File: config.mk
export PLATFORM = sky130hd
export DESIGN_NAME = ssq_host
export DESIGN_NICKNAME = d
export VERILOG_FILES = /design/src/hw/ssq_pkg.sv /design/src/hw/ssq_bus_cycle.sv /design/src/hw/ssq_host.sv
export SDC_FILE = /design/constraint.sdc
export NUM_CORES = 1
export LEC_CHECK = 0
export BUFFER_PORTS_ARGS = -buffer_cell sky130_fd_sc_hd__buf_2
export CAP_MARGIN = 15
export CORE_AREA = 5 5 146 176
export CTS_BUF_LIST = sky130_fd_sc_hd__clkbuf_8 sky130_fd_sc_hd__clkbuf_16
export DETAILED_ROUTE_END_ITERATION = 10
export DIE_AREA = 0 0 151 181
export PLACE_DENSITY_LB_ADDON = 0.25
export SLEW_MARGIN = 10
export SYNTH_ARGS = -nofsm -noshare
export SYNTH_HDL_FRONTEND = slang
export SYNTH_SLANG_ARGS = --single-unit
File: constraint.sdc
create_clock -name clk_i -period 8.7 [get_ports clk_i]
set_input_delay 0 -clock clk_i [delete_from_list [all_inputs] [get_ports clk_i]]
set_output_delay 0 -clock clk_i [all_outputs]
set_load 0.005 [all_outputs]
File: src/hw/ssq_pkg.sv
package ssq_pkg;

	localparam int CLK_PERIOD_NS = 10;
	localparam int T_ACCESS_NS = 70;
	localparam int CYC_ACCESS = (T_ACCESS_NS + CLK_PERIOD_NS - 1) / CLK_PERIOD_NS;
	localparam int T_POWERUP_NS = 500;
	localparam int CYC_POWERUP = (T_POWERUP_NS + CLK_PERIOD_NS - 1) / CLK_PERIOD_NS;
	localparam int SYNC_STAGES = 2;

	localparam logic [20:0] ADDR_UNLOCK1 = 21'h00_0555;
	localparam logic [20:0] ADDR_UNLOCK2 = 21'h00_02AA;
	localparam logic [20:0] ADDR_QUERY = 21'h00_0055;
	localparam logic [20:0] ADDR_ZERO = 21'h00_0000;
	localparam logic [15:0] DATA_UNLOCK1 = 16'h00AA;
	localparam logic [15:0] DATA_UNLOCK2 = 16'h0055;
	localparam logic [15:0] CMD_SEC_ENTER = 16'h0088;
	localparam logic [15:0] CMD_SEC_EXIT = 16'h0090;
	localparam logic [15:0] CMD_SEC_EXIT2 = 16'h0000;
	localparam logic [15:0] CMD_QUERY = 16'h0098;
	localparam logic [15:0] CMD_RESET = 16'h00F0;

	// Secured sector window in word addresses, top-boot layout.
	localparam logic [20:0] SEC_BASE = 21'h1F_F000;
	localparam logic [20:0] SEC_LAST = 21'h1F_F07F;

	localparam logic [20:0] QRY_FIRST = 21'h00_0010;
	localparam logic [3:0] QRY_LAST_IDX = 4'hA;
	localparam logic [15:0] QRY_W10 = 16'h0051;
	localparam logic [15:0] QRY_W11 = 16'h0052;
	localparam logic [15:0] QRY_W12 = 16'h0059;
	localparam logic [15:0] QRY_W13 = 16'h0002;
	localparam logic [15:0] QRY_W15 = 16'h0040;
	localparam logic [15:0] QRY_ZERO = 16'h0000;

	typedef enum logic [2:0] {
		OP_NONE = 3'h0,
		OP_READ = 3'h1,
		OP_WRITE = 3'h2,
		OP_SEC_ENTER = 3'h3,
		OP_SEC_EXIT = 3'h4,
		OP_QRY_ENTER = 3'h5,
		OP_RESET = 3'h6,
		OP_QRY_CHECK = 3'h7
	} ssq_op_t;

	typedef enum logic [1:0] {
		ST_IDLE = 2'h0,
		ST_ISSUE = 2'h1,
		ST_WAIT = 2'h3,
		ST_POWER = 2'h2
	} ssq_state_t;

	typedef struct packed {
		logic last;
		logic wr;
		logic [20:0] addr;
		logic [15:0] data;
	} ssq_step_t;

endpackage : ssq_pkg

File: src/hw/ssq_bus_cycle.sv
module ssq_bus_cycle (
	// Clock and reset
	input wire logic clk_i,
	input wire logic rst_i,
	// Cycle request
	input wire logic start_i,
	input wire logic wr_i,
	input wire logic [21:0] addr_i,
	input wire logic [15:0] wdata_i,
	output logic [15:0] rdata_o,
	output logic done_o,
	// Flash pins
	output logic ce_n_o,
	output logic we_n_o,
	output logic oe_n_o,
	output logic [21:0] addr_o,
	input wire logic [15:0] dq_i,
	output logic [15:0] dq_o,
	output logic dq_oe_n_o
);

	localparam logic [3:0] PULSE_W = 4'(ssq_pkg::CYC_ACCESS);
	localparam logic [3:0] PULSE_R = 4'(ssq_pkg::CYC_ACCESS + ssq_pkg::SYNC_STAGES);

	logic [1:0] phase_reg;
	logic [3:0] cnt_reg;
	logic wr_reg;
	logic [15:0] dq_s1_reg;
	logic [15:0] dq_s2_reg;
	wire pulse_end = (cnt_reg == (wr_reg ? PULSE_W : PULSE_R));

	// Read data comes from outside the clock domain.
	always_ff @(posedge clk_i or posedge rst_i) begin
		if (rst_i) begin
			dq_s1_reg <= 16'h0000;
			dq_s2_reg <= 16'h0000;
		end else begin
			dq_s1_reg <= dq_i;
			dq_s2_reg <= dq_s1_reg;
		end
	end

	// Phases: 0 idle, 1 setup, 2 strobe, 3 hold.
	always_ff @(posedge clk_i or posedge rst_i) begin
		if (rst_i) begin
			phase_reg <= 2'h0;
			cnt_reg <= 4'h0;
			wr_reg <= 1'b0;
			ce_n_o <= 1'b1;
			we_n_o <= 1'b1;
			oe_n_o <= 1'b1;
			addr_o <= 22'h00_0000;
			dq_o <= 16'h0000;
			dq_oe_n_o <= 1'b1;
			rdata_o <= 16'h0000;
			done_o <= 1'b0;
		end else begin
			done_o <= 1'b0;
			case (phase_reg)
				2'h0: begin
					if (start_i) begin
						phase_reg <= 2'h1;
						wr_reg <= wr_i;
						ce_n_o <= 1'b0;
						addr_o <= addr_i;
						dq_o <= wdata_i;
						dq_oe_n_o <= ~wr_i;
					end
				end
				2'h1: begin
					phase_reg <= 2'h2;
					cnt_reg <= 4'h1;
					we_n_o <= ~wr_reg;
					oe_n_o <= wr_reg;
				end
				2'h2: begin
					cnt_reg <= cnt_reg + 4'h1;
					if (pulse_end) begin
						phase_reg <= 2'h3;
						we_n_o <= 1'b1;
						oe_n_o <= 1'b1;
						if (!wr_reg) begin
							rdata_o <= dq_s2_reg;
						end
					end
				end
				default: begin
					phase_reg <= 2'h0;
					ce_n_o <= 1'b1;
					dq_oe_n_o <= 1'b1;
					done_o <= 1'b1;
				end
			endcase
		end
	end

endmodule : ssq_bus_cycle

File: src/hw/ssq_host.sv
module ssq_host (
	// Clock and reset
	input wire logic clk_i,
	input wire logic rst_i,
	// User command port
	input wire logic req_i,
	input wire logic [2:0] op_i,
	input wire logic [20:0] addr_i,
	input wire logic [15:0] wdata_i,
	input wire logic byte_mode_i,
	output logic ready_o,
	output logic done_o,
	output logic err_o,
	output logic [15:0] rdata_o,
	output logic qry_ok_o,
	output logic sec_mode_o,
	output logic qry_mode_o,
	// Flash pins
	output logic flash_ce_n_o,
	output logic flash_we_n_o,
	output logic flash_oe_n_o,
	output logic flash_reset_n_o,
	output logic [21:0] flash_addr_o,
	input wire logic [15:0] flash_dq_i,
	output logic [15:0] flash_dq_o,
	output logic flash_dq_oe_n_o,
	input wire logic flash_busy_n_i,
	input wire logic supply_ok_i
);

	function automatic ssq_pkg::ssq_step_t step_of(input logic [2:0] op, input logic [3:0] idx,
		input logic [20:0] ua, input logic [15:0] ud);
		ssq_pkg::ssq_step_t s;
		s = '{last: 1'b1, wr: 1'b0, addr: ua, data: ud};
		case (op)
			ssq_pkg::OP_WRITE: s.wr = 1'b1;
			ssq_pkg::OP_SEC_ENTER, ssq_pkg::OP_SEC_EXIT: begin
				s.wr = 1'b1;
				s.last = (op == ssq_pkg::OP_SEC_ENTER) ? (idx == 4'h2) : (idx == 4'h3);
				case (idx)
					4'h0: s.addr = ssq_pkg::ADDR_UNLOCK1;
					4'h1: s.addr = ssq_pkg::ADDR_UNLOCK2;
					4'h2: s.addr = ssq_pkg::ADDR_UNLOCK1;
					default: s.addr = ssq_pkg::ADDR_ZERO;
				endcase
				case (idx)
					4'h0: s.data = ssq_pkg::DATA_UNLOCK1;
					4'h1: s.data = ssq_pkg::DATA_UNLOCK2;
					4'h2: s.data = (op == ssq_pkg::OP_SEC_ENTER) ? ssq_pkg::CMD_SEC_ENTER : ssq_pkg::CMD_SEC_EXIT;
					default: s.data = ssq_pkg::CMD_SEC_EXIT2;
				endcase
			end
			ssq_pkg::OP_QRY_ENTER: begin
				s.wr = 1'b1;
				s.addr = ssq_pkg::ADDR_QUERY;
				s.data = ssq_pkg::CMD_QUERY;
			end
			ssq_pkg::OP_RESET: begin
				s.wr = 1'b1;
				s.addr = ssq_pkg::ADDR_ZERO;
				s.data = ssq_pkg::CMD_RESET;
			end
			ssq_pkg::OP_QRY_CHECK: begin
				s.addr = ssq_pkg::QRY_FIRST + {17'h0_0000, idx};
				s.last = (idx == ssq_pkg::QRY_LAST_IDX);
			end
			default: s.last = 1'b1;
		endcase
		return s;
	endfunction : step_of

	function automatic logic [15:0] qry_expect(input logic [3:0] idx);
		case (idx)
			4'h0: return ssq_pkg::QRY_W10;
			4'h1: return ssq_pkg::QRY_W11;
			4'h2: return ssq_pkg::QRY_W12;
			4'h3: return ssq_pkg::QRY_W13;
			4'h5: return ssq_pkg::QRY_W15;
			default: return ssq_pkg::QRY_ZERO;
		endcase
	endfunction : qry_expect

	ssq_pkg::ssq_state_t state_reg;
	logic [2:0] op_reg;
	logic [3:0] idx_reg;
	logic [20:0] uaddr_reg;
	logic [15:0] udata_reg;
	logic sec_mode_reg;
	logic qry_mode_reg;
	logic match_reg;
	logic [7:0] pwr_cnt_reg;
	logic start_reg;
	logic busy_s1_reg;
	logic busy_s2_reg;
	logic sup_s1_reg;
	logic sup_s2_reg;
	logic [15:0] bus_rdata;
	logic bus_done;

	// Both status pins are asynchronous to the clock.
	always_ff @(posedge clk_i or posedge rst_i) begin
		if (rst_i) begin
			busy_s1_reg <= 1'b0;
			busy_s2_reg <= 1'b0;
			sup_s1_reg <= 1'b0;
			sup_s2_reg <= 1'b0;
		end else begin
			busy_s1_reg <= ~flash_busy_n_i;
			busy_s2_reg <= busy_s1_reg;
			sup_s1_reg <= supply_ok_i;
			sup_s2_reg <= sup_s1_reg;
		end
	end

	wire in_sec_window = (addr_i >= ssq_pkg::SEC_BASE) && (addr_i <= ssq_pkg::SEC_LAST);
	wire array_op = (op_i == ssq_pkg::OP_READ) || (op_i == ssq_pkg::OP_WRITE);
	wire refuse_supply = ~sup_s2_reg;
	wire refuse_query = (op_i == ssq_pkg::OP_QRY_ENTER) && (busy_s2_reg || qry_mode_reg);
	wire refuse_sec = sec_mode_reg && array_op && !in_sec_window;
	wire refuse_qmode = qry_mode_reg && array_op;
	wire refuse_check = (op_i == ssq_pkg::OP_QRY_CHECK) && !qry_mode_reg;
	wire refuse = refuse_supply || refuse_query || refuse_sec || refuse_qmode || refuse_check;
	wire accept = (state_reg == ssq_pkg::ST_IDLE) && req_i && (op_i != ssq_pkg::OP_NONE);
	ssq_pkg::ssq_step_t cur_step;
	assign cur_step = step_of(op_reg, idx_reg, uaddr_reg, udata_reg);
	// Byte mode presents the doubled address; the low byte carries the data.
	wire [21:0] pin_addr = byte_mode_i ? {cur_step.addr, 1'b0} : {1'b0, cur_step.addr};
	wire [15:0] rd_cmp = byte_mode_i ? {8'h00, bus_rdata[7:0]} : bus_rdata;
	wire step_match = (rd_cmp == qry_expect(idx_reg));

	// Sequencer: power-up hold, then one bus cycle per step.
	always_ff @(posedge clk_i or posedge rst_i) begin
		if (rst_i) begin
			state_reg <= ssq_pkg::ST_POWER;
			pwr_cnt_reg <= 8'h00;
			flash_reset_n_o <= 1'b0;
			op_reg <= 3'h0;
			idx_reg <= 4'h0;
			uaddr_reg <= 21'h00_0000;
			udata_reg <= 16'h0000;
			start_reg <= 1'b0;
			ready_o <= 1'b0;
			done_o <= 1'b0;
			err_o <= 1'b0;
			rdata_o <= 16'h0000;
			match_reg <= 1'b0;
			qry_ok_o <= 1'b0;
		end else begin
			done_o <= 1'b0;
			err_o <= 1'b0;
			start_reg <= 1'b0;
			case (state_reg)
				ssq_pkg::ST_POWER: begin
					// Pins stay idle with reset held, so no stray write is seen.
					pwr_cnt_reg <= pwr_cnt_reg + 8'h01;
					if (pwr_cnt_reg == 8'(ssq_pkg::CYC_POWERUP)) begin
						flash_reset_n_o <= 1'b1;
						state_reg <= ssq_pkg::ST_IDLE;
						ready_o <= 1'b1;
					end
				end
				ssq_pkg::ST_IDLE: begin
					if (accept) begin
						ready_o <= 1'b0;
						if (refuse) begin
							err_o <= 1'b1;
							done_o <= 1'b1;
							ready_o <= 1'b1;
						end else begin
							op_reg <= op_i;
							idx_reg <= 4'h0;
							uaddr_reg <= addr_i;
							udata_reg <= wdata_i;
							match_reg <= 1'b1;
							state_reg <= ssq_pkg::ST_ISSUE;
						end
					end
				end
				ssq_pkg::ST_ISSUE: begin
					start_reg <= 1'b1;
					state_reg <= ssq_pkg::ST_WAIT;
				end
				ssq_pkg::ST_WAIT: begin
					if (bus_done) begin
						rdata_o <= bus_rdata;
						if (op_reg == ssq_pkg::OP_QRY_CHECK && !step_match) begin
							match_reg <= 1'b0;
						end
						if (cur_step.last) begin
							state_reg <= ssq_pkg::ST_IDLE;
							done_o <= 1'b1;
							ready_o <= 1'b1;
							if (op_reg == ssq_pkg::OP_QRY_CHECK) begin
								qry_ok_o <= match_reg && step_match;
							end
						end else begin
							idx_reg <= idx_reg + 4'h1;
							state_reg <= ssq_pkg::ST_ISSUE;
						end
					end
				end
				default: state_reg <= ssq_pkg::ST_IDLE;
			endcase
		end
	end

	// Mode tracking mirrors what the flash is doing after each finished sequence.
	always_ff @(posedge clk_i or posedge rst_i) begin
		if (rst_i) begin
			sec_mode_reg <= 1'b0;
			qry_mode_reg <= 1'b0;
		end else if (!sup_s2_reg) begin
			sec_mode_reg <= 1'b0;
			qry_mode_reg <= 1'b0;
		end else if (state_reg == ssq_pkg::ST_WAIT && bus_done && cur_step.last) begin
			if (op_reg == ssq_pkg::OP_SEC_ENTER) begin
				sec_mode_reg <= 1'b1;
			end else if (op_reg == ssq_pkg::OP_SEC_EXIT) begin
				sec_mode_reg <= 1'b0;
			end
			if (op_reg == ssq_pkg::OP_QRY_ENTER) begin
				qry_mode_reg <= 1'b1;
			end else if (op_reg == ssq_pkg::OP_RESET) begin
				qry_mode_reg <= 1'b0;
			end
		end
	end

	always_ff @(posedge clk_i or posedge rst_i) begin
		if (rst_i) begin
			sec_mode_o <= 1'b0;
			qry_mode_o <= 1'b0;
		end else begin
			sec_mode_o <= sec_mode_reg;
			qry_mode_o <= qry_mode_reg;
		end
	end

	ssq_bus_cycle u_bus (
		.clk_i(clk_i),
		.rst_i(rst_i),
		.start_i(start_reg),
		.wr_i(cur_step.wr),
		.addr_i(pin_addr),
		.wdata_i(cur_step.data),
		.rdata_o(bus_rdata),
		.done_o(bus_done),
		.ce_n_o(flash_ce_n_o),
		.we_n_o(flash_we_n_o),
		.oe_n_o(flash_oe_n_o),
		.addr_o(flash_addr_o),
		.dq_i(flash_dq_i),
		.dq_o(flash_dq_o),
		.dq_oe_n_o(flash_dq_oe_n_o)
	);

endmodule : ssq_host

==> results.tsv, run 1 <==
stage	metric	value	unit
detailed_routing	Vias/cell	4.73	
clock_tree	number of gates resized after CTS	0	
floorplan	Core Region	23700	um^2
power_and_ir_drop	Int Pwr	0.00209	W
setup_path	CP max FO	16	
detailed_routing	Routed WL	18400	um
final_layout	antenna diode count	0	
clock_tree	CTS tree	yes	
global_route	first-pass GRT wire length	30000	um
setup_path	setup slack, reg-to-reg	6.08	ns
detailed_routing	initial DRC count	280	
global_route	initial antenna violation count	1	
yosys	synth top area cells	dfrtp_1 (56%), mux2_4 (7.5%), mux2_2 (4.7%)	
timing	period utilization	30.1	%
timing	RSZ-0062 raised after global routing	no	
power_and_ir_drop	sw frac	35.4	%
worst_hold_path	hold crit path type	input pin to register	
setup_path	critical setup path kind	register to register	
detailed_routing	remaining antenna violation count	0	
yosys	synth unique cells	70	
final_layout	layout cells sized above 1	30.3	%
detailed_routing	DRC errors left	0	
final_layout	synth-to-layout area growth	25.6	%
timing	slew margin rel.	33.0	%
timing	f_max	382	MHz
placement	HPWL after DPL	12500	um
setup_path	Startpoint Class	register	
floorplan	# rows	62	
final_layout	max reg flops	22	
power_and_ir_drop	Leak	4.92	nW
power_and_ir_drop	maximum VDD drop	0.144	mV
timing	Slew Viols, Final	0	
clock_tree	H-tree Lvls	4	
yosys	number of synthesized flops with an enable pin	0	
floorplan	Die X	151	um
floorplan	die height	181	um
clock_tree	clk_lat worst skew	0.43	ns
yosys	Syn Area/Cell	12.5	um^2
yosys	Yosys reg bits	183	
yosys	asr flop ratio synth	100	%
clock_tree	CTS Buffer Depth	2	
timing	Hold WS	0.121	ns
power_and_ir_drop	clock share of power	24.5	%
clock_tree	clk sinks	183	
yosys	YS warnings	0	
yosys	Mapped Area	7970	um^2
power_and_ir_drop	total chip power	0.00324	W
yosys	sequential area share after synthesis	57.5	%
clock_tree	Root Buffer	clkbuf_16	
placement	# port buffers	126	
clock_tree	setup bufs post-CTS	0	
setup_path	Worst EP required	9.03	ns
yosys	Syn Inst Count	640	
power_and_ir_drop	Seq pwr share	41.8	%
yosys	Syn Nets	718	
timing	Final Skew	0.00931	ns
global_route	vias in the first global route	5616	
final_layout	commonest non-fill, non-tap cell in the layout	dfrtp_1	
detailed_routing	DR pass1 iterations	5	
timing	Total Neg Setup Slack	0	ns
final_layout	most frequent cells in the layout	dfrtp_1 (178), buf_2 (126), nand2_1 (59), dlygate4sd3_1 (59)	
status	status	finished, final reports clean	
yosys	cell accounting for the most synthesized area	dfrtp_1	
global_route	Tot GR Track Use	13.8	%
global_route	largest net degree at the start of global routing	112	
clock_tree	Reg clk slew, reported paths	0.07	ns
yosys	Synth Flop Type	dfrtp_1	
clock_tree	CTS buffer count	17	
setup_path	CP Capture Type	register	
detailed_routing	via count	5421	
detailed_routing	WL/cell	16.0	um
floorplan	IO Count	127	
timing	final hold violation count	0	
timing	Worst-Margin Slew	1.01	ns
timing	Tmin final	2.62	ns
placement	GP Congestion	0.780	
power_and_ir_drop	Sw Pwr	0.00115	W
setup_path	CP arrival	2.95	ns
power_and_ir_drop	Comb power frac	33.7	%
yosys	Synth top area share	55.9	%
timing	Final setup viols	0	
final_layout	nets@finish	891	
global_route	grt total ovfl	0	
run	MaxCap Viol Count	0	
floorplan	Starting Density	33.6	%
power_and_ir_drop	PwrDens	324	nW/um^2
floorplan	die area	27300	um^2
## cells by family after synthesis
family          after synthesis  synth area share [%]
compound gates              138                  11.3
xor+xnor                     13                  1.43
simple gates                148                  9.34
flops                       183                  57.5
buf+inv                      54                  3.75
fa+ha+maj                    16                  2.51
mux                          88                  14.1
## path summary, 6_finish.rpt
path | from | to | cells past startpoint
min in group asynchronous | rst_i | busy_s1_reg$_DFF_PP0_ | 3
max in group asynchronous | rst_i | u_bus.dq_o[7]$_DFFE_PP0P_ | 4
min | req_i | state_reg[1]$_DFFE_PP1P_ | 6
max reg2reg | idx_reg[3]$_DFFE_PP0P_ | qry_mode_reg$_DFFE_PP0P_ | 6
max | idx_reg[3]$_DFFE_PP0P_ | qry_mode_reg$_DFFE_PP0P_ | 6
min reg2reg | u_bus.dq_s1_reg[2]$_DFF_PP0_ | u_bus.dq_s2_reg[2]$_DFF_PP0_ | 0
## power by group through the flow
| stage | clock network (W) | logic (W) | registers [W] |
|---|---|---|---|
| after detailed placement | 0 | 0.00108 | 0.00137 |
| after global routing | 0.000853 | 0.00124 | 0.00139 |
| final | 0.000795 | 0.00109 | 0.00135 |
| after CTS | 0.000820 | 0.00111 | 0.00136 |
| after global placement | 0 | 0.00107 | 0.00137 |
| after floorplan | 0 | 0.000850 | 0.00128 |
## what timing repair did
action / in CTS / in global routing
setup endpoints to repair: 0 / 0
hold endpoints to repair: 163 / 0
hold buffers: 59 / 0
## per-stage QoR
stage | cell area, um^2 | worst slack [ns] | utilization, % | std cells
2_1_floorplan | 7970 | 3.74 | - | 640
3_3_place_gp | 8800 | 6.23 | 37.1 | 1055
3_5_place_dp | 8800 | 6.12 | 37.1 | 1055
4_1_cts | 10000 | 6.10 | 42.2 | 1146
5_1_grt | 10000 | 5.83 | 42.2 | 1146
6_report | 10000 | 6.08 | 42.2 | 1146
## critical path, stage by stage, from the launching register on
cell and delay, ns:
dfrtp_1 0.47, nor2_1 0.78, a21oi_1 0.21, or2_2 0.35, nor2_1 0.31, a31oi_1 0.14, a311oi_1 0.27
## routing by layer
layer  global-route usage, %  vias up  wire length, um
met5                       0        -                7
met4                    3.74        2              198
met3                    3.03       18             1010
met2                    22.7      151             8760
met1                    18.2     2625             8390
li1                        -     2625                -
## area by class of cell
class / instances / area (um^2)
repair buffers: 187 / 1240
multi-input cells: 403 / 3090
flip-flops and latches: 183 / 4590
well taps: 320 / 400
inverters: 21 / 83.8
clock inverters: 15 / 194
clock buffers: 17 / 425
fillers: 2268 / 13700
## Yosys cell counts, drive strengths merged (5+ instances only)
cell    count
ha         16
and3        6
xnor2       7
o31ai      12
o21ai      40
dfrtp     178
a21o        5
inv        20
a31oi       9
nand2      61
nand3      13
a21oi      31
buf        11
nand4       6
dfstp       5
xor2        6
mux2i      13
nor2       27
clkbuf     21
mux2       75
a22o        8
nor4        8
(Power assumes the default switching activity.)
==> inputs of run 2 (changes only) <==
- ABC_AREA: default -> 1
- CORE_AREA: 5 5 146 176 -> 5 5 143 172
- DIE_AREA: 0 0 151 181 -> 0 0 148 177
- clock period: 8.7 -> 2.19 ns (I/O delays scaled with it)
==> run 2 against run 1 <==
Against the previous run: clock skew increased by 0.0013 ns; sequential share of layout area increased by 0.98 points; combinational power increased to 3.4 times the previous value; setup slack got worse by 5.8 ns; cell area decreased by 2.1%; highest routed layer is now met4; non-clock buffer count increased by 18; clock power increased to 3.8 times the previous value; critical path type unchanged.
==> results.tsv, run 2 <==
stage	metric	value	unit	change
final_layout	Core Util, Final	43.0	%	+0.77 points
timing	final hold violation count	0		unchanged
yosys	Syn Nets	835		+16%
detailed_routing	via count	6003		+11%
timing	f_max	512	MHz	+34%
clock_tree	H-tree Lvls	4		unchanged
setup_path	critical path's top delay family	compound AO/OA/AOI/OAI gates		
clock_tree	Reg clk slew, reported paths	0.07	ns	about the same
global_route	first-pass GRT wire length	31900	um	+6.0%
status	status	finished, final reports clean		
clock_tree	number of gates resized after CTS	0		unchanged
detailed_routing	DRC errors left	0		unchanged
yosys	Post-synth top cells	nand2_1 (200), dfrtp_1 (178), nand3_1 (63)		
yosys	Syn Area/Cell	10.0	um^2	-20%
clock_tree	CTS buffer count	17		unchanged
yosys	Mapped Area	7590	um^2	-4.8%
global_route	initial antenna violation count	0		-1
floorplan	# rows	61		-1.6%
power_and_ir_drop	total chip power	0.0117	W	+260%
detailed_routing	remaining antenna violation count	0		unchanged
global_route	Tot GR Track Use	15.4	%	+1.6 points
timing	Final Skew	0.0106	ns	+0.00125 ns
global_route	grt total ovfl	0		unchanged
setup_path	Worst Path Buf+Inv	2		+2
yosys	sequential area share after synthesis	60.4	%	+2.9 points
yosys	most common cell in the netlist	nand2_1		
setup_path	CP most frequent cell	nand2_1		
detailed_routing	Routed WL	19300	um	+5.2%
clock_tree	CTS tree	yes		
yosys	cell accounting for the most synthesized area	dfrtp_1		
timing	slew margin rel.	44.9	%	+12 points
power_and_ir_drop	Comb power frac	31.7	%	-2.0 points
global_route	vias in the first global route	6067		+8.0%
yosys	Synth top area share	58.7	%	+2.8 points
setup_path	CP Capture Type	register		
final_layout	max reg flops	22		unchanged
clock_tree	Root Buffer	clkbuf_16		
clock_tree	CTS Buffer Depth	2		unchanged
yosys	number of synthesized flops with an enable pin	0		unchanged
yosys	Yosys reg bits	183		unchanged
detailed_routing	WL/cell	15.4	um	-3.6%
floorplan	Starting Density	33.2	%	-0.34 points
floorplan	IO Count	127		unchanged
detailed_routing	initial DRC count	268		-4.3%
setup_path	Worst EP required	2.50	ns	-6.53 ns
timing	Final setup viols	0		unchanged
final_layout	area of the multi-input gates	2660	um^2	-14%
timing	Worst-Margin Slew	0.825	ns	-0.180 ns
setup_path	critical setup path kind	register to register		
setup_path	CP arrival	2.26	ns	-0.69 ns
setup_path	crit-path cells	inv_1 -> ha_1 -> o21ai_2 -> inv_2 -> nand2_1 -> nand2_1 -> a221oi_1 -> o21ai_1		
yosys	synth top area cells	dfrtp_1 (59%), nand2_1 (9.9%), nand3_1 (4.2%)		
final_layout	commonest non-fill, non-tap cell in the layout	nand2_1		
timing	Slew Viols, Final	0		unchanged
worst_hold_path	hold crit path type	input pin to register		
setup_path	Worst path max stage delay	0.44	ns	-0.34 ns
yosys	synth unique cells	47		-33%
setup_path	Startpoint Class	register		
floorplan	die height	177	um	-2.2%
power_and_ir_drop	sw frac	37.0	%	+1.6 points
final_layout	fillers	2196		-3.2%
floorplan	die area	26200	um^2	-4.2%
power_and_ir_drop	Sw Pwr	0.00432	W	+280%
final_layout	Layout Cells excl Fill	1251		+9.2%
final_layout	antenna diode count	0		unchanged
yosys	asr flop ratio synth	100	%	unchanged
global_route	largest net degree at the start of global routing	45		-60%
power_and_ir_drop	PwrDens	1190	nW/um^2	+270%
yosys	Synth Flop Type	dfrtp_1		
yosys	Syn Inst Count	757		+18%
clock_tree	clk_lat worst skew	0.43	ns	about the same
power_and_ir_drop	clock share of power	25.6	%	+1.1 points
detailed_routing	DR pass1 iterations	4		-1
final_layout	Reg area	4590	um^2	unchanged
final_layout	synth-to-layout area growth	29.2	%	
timing	Tmin final	1.95	ns	-0.666 ns
timing	RSZ-0062 raised after global routing	no		
run	MaxCap Viol Count	0		unchanged
setup_path	CP max FO	6		-10
placement	worst slack at placement	0.261	ns	-5.86 ns
placement	HPWL after DPL	13500	um	+8.2%
floorplan	Die X	148	um	-2.0%
yosys	YS warnings	0		unchanged
power_and_ir_drop	Int Pwr	0.00737	W	+250%
floorplan	Core Region	22800	um^2	-3.9%
power_and_ir_drop	Seq pwr share	42.7	%	+0.9 points
placement	Post-Place Cells	1159		+9.9%
power_and_ir_drop	Leak	4.95	nW	+0.58%
clock_tree	clk sinks	183		unchanged
final_layout	layout cells sized above 1	24.0	%	-6.3 points
timing	Hold WS	0.0973	ns	-0.0233 ns
placement	GP Congestion	0.835		+7.0%
final_layout	nets@finish	1033		+16%
timing	fin worst setup slack	0.237	ns	-5.84 ns
placement	# port buffers	126		unchanged
final_layout	most frequent cells in the layout	nand2_1 (200), dfrtp_1 (178), buf_2 (126), nand3_1 (63), dlygate4sd3_1 (60)		
detailed_routing	Vias/cell	4.80		+1.4%
setup_path	slowest stage cell, crit path	dfrtp_1		
power_and_ir_drop	maximum VDD drop	0.567	mV	+290%
timing	period utilization	89.2	%	+59 points
==> run 2: area by class of cell <==
cell class	instances	share of cell area, %
sequential	183	46.8
multi-input combinational	490	27.1
timing repair buffer	205	14.4
clock buffer	17	4.34
tap	283	3.61
inverter	58	2.28
clock inverter	15	1.48
==> run 2: cells by family (layout without fill, tap and decap cells) <==
| group | count (synthesis) | count (layout) | share of synthesized area, % |
|---|---|---|---|
| and+or+nand+nor | 336 | 336 | 19.4 |
| muxes | 22 | 22 | 3.27 |
| DFF | 183 | 183 | 60.4 |
| xor gates and xnor gates | 7 | 7 | 0.808 |
| buffers and inverters | 84 | 295 | 4.50 |
| adders and majority gates | 16 | 16 | 2.64 |
| AOI/OAI and AO/OA | 109 | 109 | 8.96 |
==> run 2: worst paths after layout <==
path / start / slack [ns] / endpoint / cells past startpoint
worst max-delay path: idx_reg[0]$_DFFE_PP0P_ / 0.24 / u_bus.addr_o[3]$_DFFE_PP0P_ / 8
worst min-delay path: req_i / 0.1 / err_o$_DFF_PP0_ / 5
worst max register to register: idx_reg[0]$_DFFE_PP0P_ / 0.24 / u_bus.addr_o[3]$_DFFE_PP0P_ / 8
worst min register to register: u_bus.dq_s1_reg[12]$_DFF_PP0_ / 0.35 / u_bus.dq_s2_reg[12]$_DFF_PP0_ / 0
max in group asynchronous: rst_i / 1.13 / u_bus.we_n_o$_DFFE_PP1P_ / 4
min in group asynchronous: rst_i / 0.28 / u_bus.dq_s2_reg[7]$_DFF_PP0_ / 3
==> run 2: what timing repair did <==
item	in CTS	in global routing
setup endpoints to repair	0	0
hold buffers	60	0
endpoints found under the hold margin	87	0
buffers inserted	0	0
==> run 2: worst register-to-register path: stages, from the launching register on <==
cell      delay, ns
dfrtp_1        0.44
inv_1          0.13
ha_1           0.29
o21ai_2        0.32
inv_2          0.04
nand2_1        0.08
nand2_1        0.12
a221oi_1       0.32
o21ai_1        0.09
==> run 2: power by group through the flow <==
stage	sequential [W]	combinational [W]	clock, W
after floorplan	0.00493	0.00245	0
after global placement	0.00504	0.00363	0
after detailed placement	0.00505	0.00366	0
after CTS	0.00499	0.00377	0.00308
after global routing	0.00511	0.00426	0.00323
final	0.00499	0.00371	0.00299
==> run 2: routing by layer <==
layer  track usage (%)  wire, um  vias to the layer above
met5                 0         0                        -
met4              4.97       348                        0
met3              3.07       757                       24
met2              25.4      9610                      131
met1              20.3      8600                     2922
li1                  -         -                     2926
==> run 2: per-stage QoR <==
stage	setup TNS, ns	cell area (um^2)
floorplan	-27.85	7590
global placement	0	8630
detailed placement	0	8630
CTS	0	9800
global route	0	9800
finish	0	9800
